==> config.mk <==
export PLATFORM = sky130hd
export DESIGN_NAME = qrs_switch_timing
export DESIGN_NICKNAME = d
export VERILOG_FILES = /design/src/hw/qrs_pkg.sv /design/src/hw/qrs_sync.sv /design/src/hw/qrs_switch_timing.sv
export SDC_FILE = /design/constraint.sdc
export NUM_CORES = 1
export LEC_CHECK = 0
export CAP_MARGIN = 40
export CORE_MARGIN = 8
export CORE_UTILIZATION = 45
export CTS_BUF_LIST = sky130_fd_sc_hd__clkbuf_8 sky130_fd_sc_hd__clkbuf_16
export DETAILED_ROUTE_END_ITERATION = 16
export DONT_BUFFER_PORTS = 1
export GPL_ROUTABILITY_DRIVEN = 1
export GPL_TIMING_DRIVEN = 0
export PLACE_DENSITY = 0.67
export SETUP_SLACK_MARGIN = 0.05
export SYNTH_ARGS = -nofsm -noshare
export SYNTH_HDL_FRONTEND = slang
export SYNTH_SLANG_ARGS = --single-unit
==> constraint.sdc <==
create_clock -name i_core_clk -period 5.5 [get_ports i_core_clk]
set_input_delay 0.275 -clock i_core_clk [delete_from_list [all_inputs] [get_ports i_core_clk]]
set_output_delay 0.275 -clock i_core_clk [all_outputs]
set_load 0.005 [all_outputs]
==> src/hw/qrs_pkg.sv <==
// Constants shared by the quasi-resonant switch timing logic.
// Assumes a 40 MHz core clock and comparator levels from the analog front end.
// Function
// RQ1 - Judge feedback against zone thresholds each 48ms period; update skip count at its end.
// RQ2 - Feedback always below low zone: skip count goes up, saturating at 7.
// RQ3 - Feedback above low zone but never above high zone: skip count unchanged.
// RQ4 - Feedback above high zone, never above reset level: skip count down, stopping at 1.
// RQ5 - Feedback above reset threshold at any time loads skip count with 1.
// RQ6 - Skip count stays in 1 to 7; steps leaving that range are ignored.
// RQ7 - Skip count starts at 1 after start-up.
// RQ8 - Zone threshold set is chosen by line-voltage level, independent of foldback.
// RQ9 - Valley count stays within 0 to 7.
// RQ10 - After switch-off each valley pin fall below 100mV adds one to valley count.
// RQ11 - Valley count clears whenever the gate drive goes high.
// RQ12 - Valley pin above overvoltage level while off latches off after blanking.
// RQ13 - Ringing suppression starts at switch-off; long below select level, short above.
// RQ14 - Gate stays low throughout ringing suppression.
// RQ15 - After suppression, gate turns on once valley count reaches skip count.
// RQ16 - Gate turns on after maximum off time whatever the counts.
// RQ17 - Gate turns off when scaled sense exceeds the regulation input.
// RQ18 - Off comparators ignored for leading edge blank time after turn-on.
// RQ19 - Gate forced off after maximum on time.
// RQ20 - Current-limit comparator after blanking turns gate off at once.
// RQ21 - Short-winding comparator must hold for its blank time before latch-off.
// RQ22 - Sense limit is reduced digitally by foldback current excess.
// RQ23 - Each period latches whether each feedback comparator fired; cleared next period.

package qrs_pkg;

	// ----------------------------------------------------------------
	// Clock and times
	// ----------------------------------------------------------------
	localparam int CLK_PERIOD_NS       = 25;
	localparam int EVAL_PERIOD_MS      = 48;
	localparam int EVAL_PERIOD_CYC     = EVAL_PERIOD_MS * 1000000 / CLK_PERIOD_NS;
	localparam int MAX_OFF_TIME_NS     = 50000;
	localparam int MAX_OFF_CYC         = MAX_OFF_TIME_NS / CLK_PERIOD_NS;
	localparam int MAX_ON_TIME_NS      = 30000;
	localparam int MAX_ON_CYC          = MAX_ON_TIME_NS / CLK_PERIOD_NS;
	localparam int LEB_TIME_NS         = 220;
	localparam int LEB_CYC             = (LEB_TIME_NS + CLK_PERIOD_NS - 1) / CLK_PERIOD_NS;
	localparam int RING_LONG_NS        = 25000;
	localparam int RING_LONG_CYC       = (RING_LONG_NS + CLK_PERIOD_NS - 1) / CLK_PERIOD_NS;
	localparam int RING_SHORT_NS       = 2500;
	localparam int RING_SHORT_CYC      = (RING_SHORT_NS + CLK_PERIOD_NS - 1) / CLK_PERIOD_NS;
	localparam int OVP_BLANK_NS        = 1000;
	localparam int OVP_BLANK_CYC       = (OVP_BLANK_NS + CLK_PERIOD_NS - 1) / CLK_PERIOD_NS;
	localparam int SHORT_BLANK_NS      = 190;
	localparam int SHORT_BLANK_CYC     = (SHORT_BLANK_NS + CLK_PERIOD_NS - 1) / CLK_PERIOD_NS;

	// ----------------------------------------------------------------
	// Counters and limit codes
	// ----------------------------------------------------------------
	localparam logic [2:0] SKIP_MIN    = 3'h1;
	localparam logic [2:0] SKIP_MAX    = 3'h7;
	localparam logic [2:0] SKIP_RESET  = 3'h1;
	localparam logic [2:0] VALLEY_MAX  = 3'h7;
	localparam int         LIMIT_W     = 6;
	localparam logic [5:0] LIMIT_MAX   = 6'h3F;
	localparam logic [5:0] LIMIT_FLOOR = 6'h10;

endpackage

==> src/hw/qrs_sync.sv <==
// Three-stage synchroniser for comparator levels arriving from the pins.
// Assumes inputs are asynchronous levels; output follows once stages two and three agree.
`timescale 1ns/10ps

module qrs_sync #(
	parameter int WIDTH = 8
) (
	input  wire logic             i_core_clk,
	input  wire logic             i_rst_n,
	input  wire logic [WIDTH-1:0] i_async,
	output logic      [WIDTH-1:0] o_level
);

	typedef struct packed {
		logic [WIDTH-1:0] s1;
		logic [WIDTH-1:0] s2;
		logic [WIDTH-1:0] s3;
		logic [WIDTH-1:0] q;
	} qrs_sync_t;

	qrs_sync_t s;
	qrs_sync_t next_s;

	// ----------------------------------------------------------------
	// Agreement filter
	// ----------------------------------------------------------------
	// Stage one feeds stage two only; a single-cycle glitch never reaches q
	always_comb begin
		next_s    = s;
		next_s.s1 = i_async;
		next_s.s2 = s.s1;
		next_s.s3 = s.s2;
		for (int b = 0; b < WIDTH; b++) begin
			if (s.s2[b] == s.s3[b]) begin
				next_s.q[b] = s.s3[b];
			end
		end
	end

	always_ff @(posedge i_core_clk or negedge i_rst_n) begin
		if (!i_rst_n) begin
			s <= '0;
		end else begin
			s <= next_s;
		end
	end

	assign o_level = s.q;

endmodule

==> src/hw/qrs_switch_timing.sv <==
// Switch-timing core of a quasi-resonant flyback controller.
// Assumes all i_ comparator levels come straight from analog pins (asynchronous).
`timescale 1ns/10ps

module qrs_switch_timing #(
	parameter int EVAL_CYC = qrs_pkg::EVAL_PERIOD_CYC,
	parameter int FOLD_W   = 6
) (
	input  wire logic              i_core_clk,
	input  wire logic              i_rst_n,
	input  wire logic              i_fb_above_zone_low,
	input  wire logic              i_fb_above_zone_high,
	input  wire logic              i_fb_above_reset,
	input  wire logic              i_line_high,
	input  wire logic              i_valley_below_zc,
	input  wire logic              i_valley_above_ovp,
	input  wire logic              i_valley_above_suppress,
	input  wire logic              i_cs_above_fb,
	input  wire logic              i_cs_above_limit,
	input  wire logic              i_cs_above_short,
	input  wire logic [FOLD_W-1:0] i_foldback_excess,
	output logic                   o_gate_drive_output,
	output logic                   o_latched_off,
	output logic                   o_zone_set_high,
	output logic      [2:0]        o_valley_skip,
	output logic      [2:0]        o_valley_count,
	output logic      [5:0]        o_cs_limit_code
);

	localparam int PW = $clog2(EVAL_CYC + 1);
	localparam int SW = 10 + FOLD_W;

	// ----------------------------------------------------------------
	// State
	// ----------------------------------------------------------------
	typedef enum logic [1:0] {
		ST_OFF,
		ST_ON,
		ST_LATCHED
	} qrs_state_t;

	typedef struct packed {
		qrs_state_t    state;
		logic          gate;
		logic [2:0]    skip;
		logic [2:0]    valley;
		logic          seen_low;
		logic          seen_high;
		logic          seen_reset;
		logic [PW-1:0] period;
		logic [15:0]   timer;
		logic [15:0]   ring;
		logic [15:0]   ovp;
		logic [15:0]   short_cnt;
		logic          valley_prev;
		logic          zone_high;
		logic [5:0]    limit;
		logic          latched;
	} qrs_core_t;

	qrs_core_t s;
	qrs_core_t next_s;

	logic [SW-1:0]     sync_q;
	logic              fb_low;
	logic              fb_high;
	logic              fb_rst;
	logic              line_hi;
	logic              zc_below;
	logic              zc_ovp;
	logic              zc_supp;
	logic              cs_fb;
	logic              cs_lim;
	logic              cs_short;
	logic [FOLD_W-1:0] fold;
	logic              valley_edge;
	logic              blanked;

	qrs_sync #(
		.WIDTH(SW)
	) u_sync (
		.i_core_clk(i_core_clk),
		.i_rst_n   (i_rst_n),
		.i_async   ({i_foldback_excess, i_cs_above_short, i_cs_above_limit,
		              i_cs_above_fb, i_valley_above_suppress, i_valley_above_ovp,
		              i_valley_below_zc, i_line_high, i_fb_above_reset,
		              i_fb_above_zone_high, i_fb_above_zone_low}),
		.o_level   (sync_q)
	);

	assign fb_low   = sync_q[0];
	assign fb_high  = sync_q[1];
	assign fb_rst   = sync_q[2];
	assign line_hi  = sync_q[3];
	assign zc_below = sync_q[4];
	assign zc_ovp   = sync_q[5];
	assign zc_supp  = sync_q[6];
	assign cs_fb    = sync_q[7];
	assign cs_lim   = sync_q[8];
	assign cs_short = sync_q[9];
	assign fold     = sync_q[SW-1:10];

	assign valley_edge = zc_below && !s.valley_prev;
	assign blanked     = s.timer < 16'(qrs_pkg::LEB_CYC);

	// ----------------------------------------------------------------
	// Next-state logic
	// ----------------------------------------------------------------
	always_comb begin
		next_s             = s;
		next_s.valley_prev = zc_below;
		// Comparator levels are already filtered, so no extra hysteresis here
		next_s.zone_high   = line_hi; // [RQ8]

		// Saturating subtract keeps a floor so the switch can always deliver power
		if ({{(6 > FOLD_W ? 6 - FOLD_W : 0){1'b0}}, fold} >=
		    7'(qrs_pkg::LIMIT_MAX - qrs_pkg::LIMIT_FLOOR)) begin
			next_s.limit = qrs_pkg::LIMIT_FLOOR; // [RQ22]
		end else begin
			next_s.limit = qrs_pkg::LIMIT_MAX - 6'(fold); // [RQ22]
		end

		// Period flags; at period end the new period starts from the live level
		if (s.period == PW'(EVAL_CYC - 1)) begin
			next_s.period     = '0;
			next_s.seen_low   = fb_low; // [RQ23]
			next_s.seen_high  = fb_high; // [RQ23]
			next_s.seen_reset = fb_rst; // [RQ23]
			if (!s.seen_low) begin
				if (s.skip != qrs_pkg::SKIP_MAX) begin
					next_s.skip = s.skip + 3'h1; // [RQ2] [RQ6]
				end
			end else if (!s.seen_high) begin
				next_s.skip = s.skip; // [RQ3]
			end else if (!s.seen_reset) begin
				if (s.skip != qrs_pkg::SKIP_MIN) begin
					next_s.skip = s.skip - 3'h1; // [RQ4] [RQ6]
				end
			end else begin
				next_s.skip = qrs_pkg::SKIP_RESET; // [RQ1]
			end
		end else begin
			next_s.period     = s.period + PW'(1);
			next_s.seen_low   = s.seen_low | fb_low; // [RQ23]
			next_s.seen_high  = s.seen_high | fb_high; // [RQ23]
			next_s.seen_reset = s.seen_reset | fb_rst; // [RQ23]
		end
		// Immediate reload lets the loop react to a load step within the period
		if (fb_rst) begin
			next_s.skip = qrs_pkg::SKIP_RESET; // [RQ5]
		end

		case (s.state)
			ST_OFF: begin
				next_s.timer = s.timer + 16'h0001;
				if (s.ring != 16'h0000) begin
					next_s.ring = s.ring - 16'h0001;
				end
				if (valley_edge && s.valley != qrs_pkg::VALLEY_MAX) begin
					next_s.valley = s.valley + 3'h1; // [RQ9] [RQ10]
				end
				if (zc_ovp) begin
					next_s.ovp = s.ovp + 16'h0001;
				end else begin
					next_s.ovp = '0;
				end
				if (zc_ovp && s.ovp == 16'(qrs_pkg::OVP_BLANK_CYC - 1)) begin
					next_s.state = ST_LATCHED; // [RQ12]
				end else if (s.timer >= 16'(qrs_pkg::MAX_OFF_CYC - 1)) begin
					next_s.state = ST_ON; // [RQ16]
				end else if (s.ring == 16'h0000 && s.valley >= s.skip) begin
					next_s.state = ST_ON; // [RQ14] [RQ15]
				end
				if (next_s.state == ST_ON) begin
					next_s.gate   = 1'b1;
					next_s.valley = '0; // [RQ11]
					next_s.timer  = '0;
					next_s.ovp    = '0;
				end
			end
			ST_ON: begin
				next_s.timer = s.timer + 16'h0001;
				if (cs_short) begin
					next_s.short_cnt = s.short_cnt + 16'h0001;
				end else begin
					next_s.short_cnt = '0;
				end
				if (cs_short && s.short_cnt == 16'(qrs_pkg::SHORT_BLANK_CYC - 1)) begin
					next_s.state = ST_LATCHED; // [RQ21]
				end else if (s.timer >= 16'(qrs_pkg::MAX_ON_CYC - 1)) begin
					next_s.state = ST_OFF; // [RQ19]
				end else if (!blanked && (cs_fb || cs_lim)) begin
					next_s.state = ST_OFF; // [RQ17] [RQ18] [RQ20]
				end
				if (next_s.state == ST_OFF) begin
					next_s.gate      = 1'b0;
					next_s.timer     = '0;
					next_s.short_cnt = '0;
					// Low ringing level means a weak output: wait longer
					next_s.ring      = zc_supp ? 16'(qrs_pkg::RING_SHORT_CYC)
					                           : 16'(qrs_pkg::RING_LONG_CYC); // [RQ13]
				end
			end
			ST_LATCHED: begin
				// Only a reset leaves this state
				next_s.gate  = 1'b0;
				next_s.timer = '0;
			end
			default: begin
				next_s.state = ST_LATCHED;
				next_s.gate  = 1'b0;
			end
		endcase
		if (next_s.state == ST_LATCHED) begin
			next_s.gate = 1'b0;
		end
		// Registered copy so the protection output comes straight from a flop
		next_s.latched = next_s.state == ST_LATCHED;
	end

	always_ff @(posedge i_core_clk or negedge i_rst_n) begin
		if (!i_rst_n) begin
			s       <= '0;
			s.skip  <= qrs_pkg::SKIP_RESET; // [RQ7]
			s.limit <= qrs_pkg::LIMIT_MAX;
		end else begin
			s <= next_s;
		end
	end

	assign o_gate_drive_output = s.gate;
	assign o_latched_off       = s.latched;
	assign o_zone_set_high     = s.zone_high;
	assign o_valley_skip       = s.skip;
	assign o_valley_count      = s.valley;
	assign o_cs_limit_code     = s.limit;
endmodule

==> flow_summary.json <==
{
  "grt_pass1_wl_um": 27000,
  "ys_seq_area_frac": 0.554,
  "met1_usage": 0.194,
  "synth_cell_types": 67,
  "cap_violations": 0,
  "fp.dieH_um": 147,
  "coreArea_um2": 17000,
  "die_area_um2": 21500,
  "total_power_uw": 3170,
  "cts_root_buf": "clkbuf_16",
  "slew_headroom": 0.416,
  "synth-edff-count": 0,
  "grtUsageMet2": 0.239,
  "gp_congestion": 0.859,
  "clk_pin_slew_ps": 70,
  "post_drt_wl_per_cell_um": 15.6,
  "ir_drop_v": 0.000223,
  "finClkSkew_ps": 13.1,
  "fp-row-count": 48,
  "hold_path_class": "reg2reg",
  "nFillCells": 1466,
  "num_vias": 5472,
  "status": "complete, no violations",
  "cts_tree": "done",
  "first_pass_iters": 5,
  "cts_buffer_depth": 2,
  "end_kind": "flop",
  "cts.sinks": 170,
  "worst_pin_slew_ps": 876,
  "cp-start-kind": "flop",
  "maxSlewViolCount": 0,
  "syn-num-nets": 741,
  "mostFrequentLayoutCells": "dfrtp_1 (163), nand2_1 (61), nor2_1 (41), inv_1 (37), nand4_1 (32)",
  "cts_max_level": 4,
  "dpl.hpwl_um": 10100,
  "numCtsBuffers": 17,
  "p_leak_uw": 0.00369,
  "finalCriticalPeriod_ps": 3200,
  "critPathLaunch": "o_valley_skip[0]",
  "finalWorstSetupSlack_ps": 2300,
  "io_buffers": 0,
  "syn_area_um2": 7690,
  "fmax_ghz": 0.313,
  "synthFlopType": "dfrtp_1",
  "drtIter0Drc": 383,
  "rr_startpoint": "o_valley_skip[0]",
  "grt_overflow": 0,
  "post-route-period-util": 0.581,
  "grt_pass1_vias": 5607,
  "drive_gt1_frac": 0.101,
  "initial_core_util": 0.452,
  "antenna_left": 0,
  "powerDensity_nw_per_um2": 361,
  "dpl_worst_slack_ps": 2360,
  "final.setup.tns_ps": 0,
  "routed_wl_um": 15200,
  "setup_viol": 0,
  "globalRouteMet3Util": 0.0366,
  "diodes": 0,
  "async_flop_share": 1.00,
  "ys_warn_count": 0,
  "avgSynthCellArea_um2": 10.9,
  "crit_path_max_fanout": 10,
  "ys_ff_latch": 170,
  "grt_max_degree": 171,
  "grtUsageTotal": 0.151,
  "layout_commonest_cell": "dfrtp_1",
  "synthCells": 703,
  "required_ps": 5840,
  "path_class": "reg2reg",
  "grt_busiest_layer": "met2",
  "hold_viol_final": 0,
  "syn_to_final_growth_pct": 14.0,
  "min_from": "u_sync.next_s[34]",
  "viasPerCell": 5.60,
  "die_w_um": 147,
  "worstSkewPairLatency_ps": 430,
  "rsz0062_at_grt": "no",
  "io_pins": 33,
  "layout.nets": 778,
  "drc_errors": 0,
  "cp.arrival_ps": 3540,
  "antenna_found_initial": 0
}
==> through the flow <==
step | instances | hold WS (ps) | utilization | instance area [µm²]
6_report | 978 | 348 | 0.516 | 8760
5_1_grt | 978 | 357 | 0.516 | 8760
4_1_cts | 978 | 350 | 0.516 | 8760
3_5_place_dp | 928 | -12.7 | 0.469 | 7970
3_3_place_gp | 928 | -13.2 | 0.469 | 7970
2_1_floorplan | 703 | -20.6 | - | 7690
==> metal layers <==
layer,share of wire,up-vias
li1,-,2601
met1,0.46,2726
met2,0.48,124
met3,0.038,21
met4,0.017,0
met5,0,-
==> worst max-delay path, stage by stage (launching register included) <==
cell and delay, ps:
dfstp_2 600, ha_1 250, or3b_2 430, a21oi_1 270
o211ai_1 250, o211ai_1 360, clkbuf_1 400, nand3_1 270
o211ai_1 240
==> kinds of logic after synthesis <==
kind of cell             synth area share
AND/OR/NAND/NOR                     0.175
multiplexers                       0.0133
XOR/XNOR                           0.0399
adder cells (fa/ha/maj)            0.0534
AO/OA/AOI/OAI                       0.120
buffers and inverters              0.0446
flip-flops                          0.554
==> area by class of cell <==
class | count | area [µm²] | area share
Multi-Input combinational cell | 460 | 3080 | 0.352
Clock inverter | 14 | 156 | 0.0178
Tap cell | 225 | 282 | 0.0321
Clock buffer | 18 | 439 | 0.0501
Buffer | 36 | 204 | 0.0233
Sequential cell | 170 | 4260 | 0.486
Timing Repair Buffer | 18 | 198 | 0.0226
Inverter | 37 | 139 | 0.0158
==> final timing paths <==
| path | endpoint | slack (ps) | depth (start not counted) |
|---|---|---|---|
| max in group asynchronous | u_sync.o_level[9] | 4310 | 2 |
| worst min register to register | u_sync.next_s[18] | 350 | 0 |
| worst min-delay path | u_sync.next_s[18] | 350 | 0 |
| worst max-delay path | s[62] | 2300 | 8 |
| min in group asynchronous | u_sync.o_level[1] | 470 | 2 |
| worst max register to register | s[62] | 2300 | 8 |
==> timing repair <==
action,CTS,global route
hold buffers,18,0
setup buffers,0,0
endpoints found under the setup margin,0,0
endpoints found under the hold margin,186,0
resized for setup,0,0
==> report_power, final <==
group / leakage (µW) / internal (µW) / switching (µW)
sequential: 0.00213 / 1380 / 109
combinational: 0.00128 / 207 / 278
clock: 0.000284 / 655 / 542
total: 0.00369 / 2240 / 929
==> sequential cells by signal, indices dropped and copies added (netlist names) <==
signal / count
o_cs_limit_code: 6
o_zone_set_high: 1
s: 91
o_valley_count: 3
o_valley_skip: 3
u_sync.s: 16
u_sync.o_level: 16
o_gate_drive_output: 1
o_latched_off: 1
u_sync.next_s: 32
==> cells in the mapped netlist, drive strengths merged (4+ instances only) <==
cell type,n,share of area
o2bb2ai,4,0.0046
o21a,8,0.0078
o32a,4,0.0052
nor4,12,0.0098
o211ai,10,0.010
a31oi,5,0.0041
xor2,22,0.025
buf,20,0.019
inv,37,0.018
a41oi,4,0.0046
o31ai,14,0.014
nand2b,13,0.011
o41ai,4,0.0046
dfstp,7,0.024
nand2,61,0.030
ha,20,0.033
dfrtp,163,0.53
a21o,5,0.0049
nor2,41,0.020
clkbuf,16,0.0078
nand3,30,0.020
nor3,16,0.010
nand4,32,0.026
xnor2,13,0.015
and2,9,0.0073
and3,10,0.0081
mux2i,8,0.010
or3,11,0.0089
o21ai,15,0.011
maj3,16,0.021
a211oi,4,0.0055
or2,4,0.0033
a21oi,14,0.0091
o22ai,12,0.0098
No activity file was read; power rests on OpenSTA's default activity.
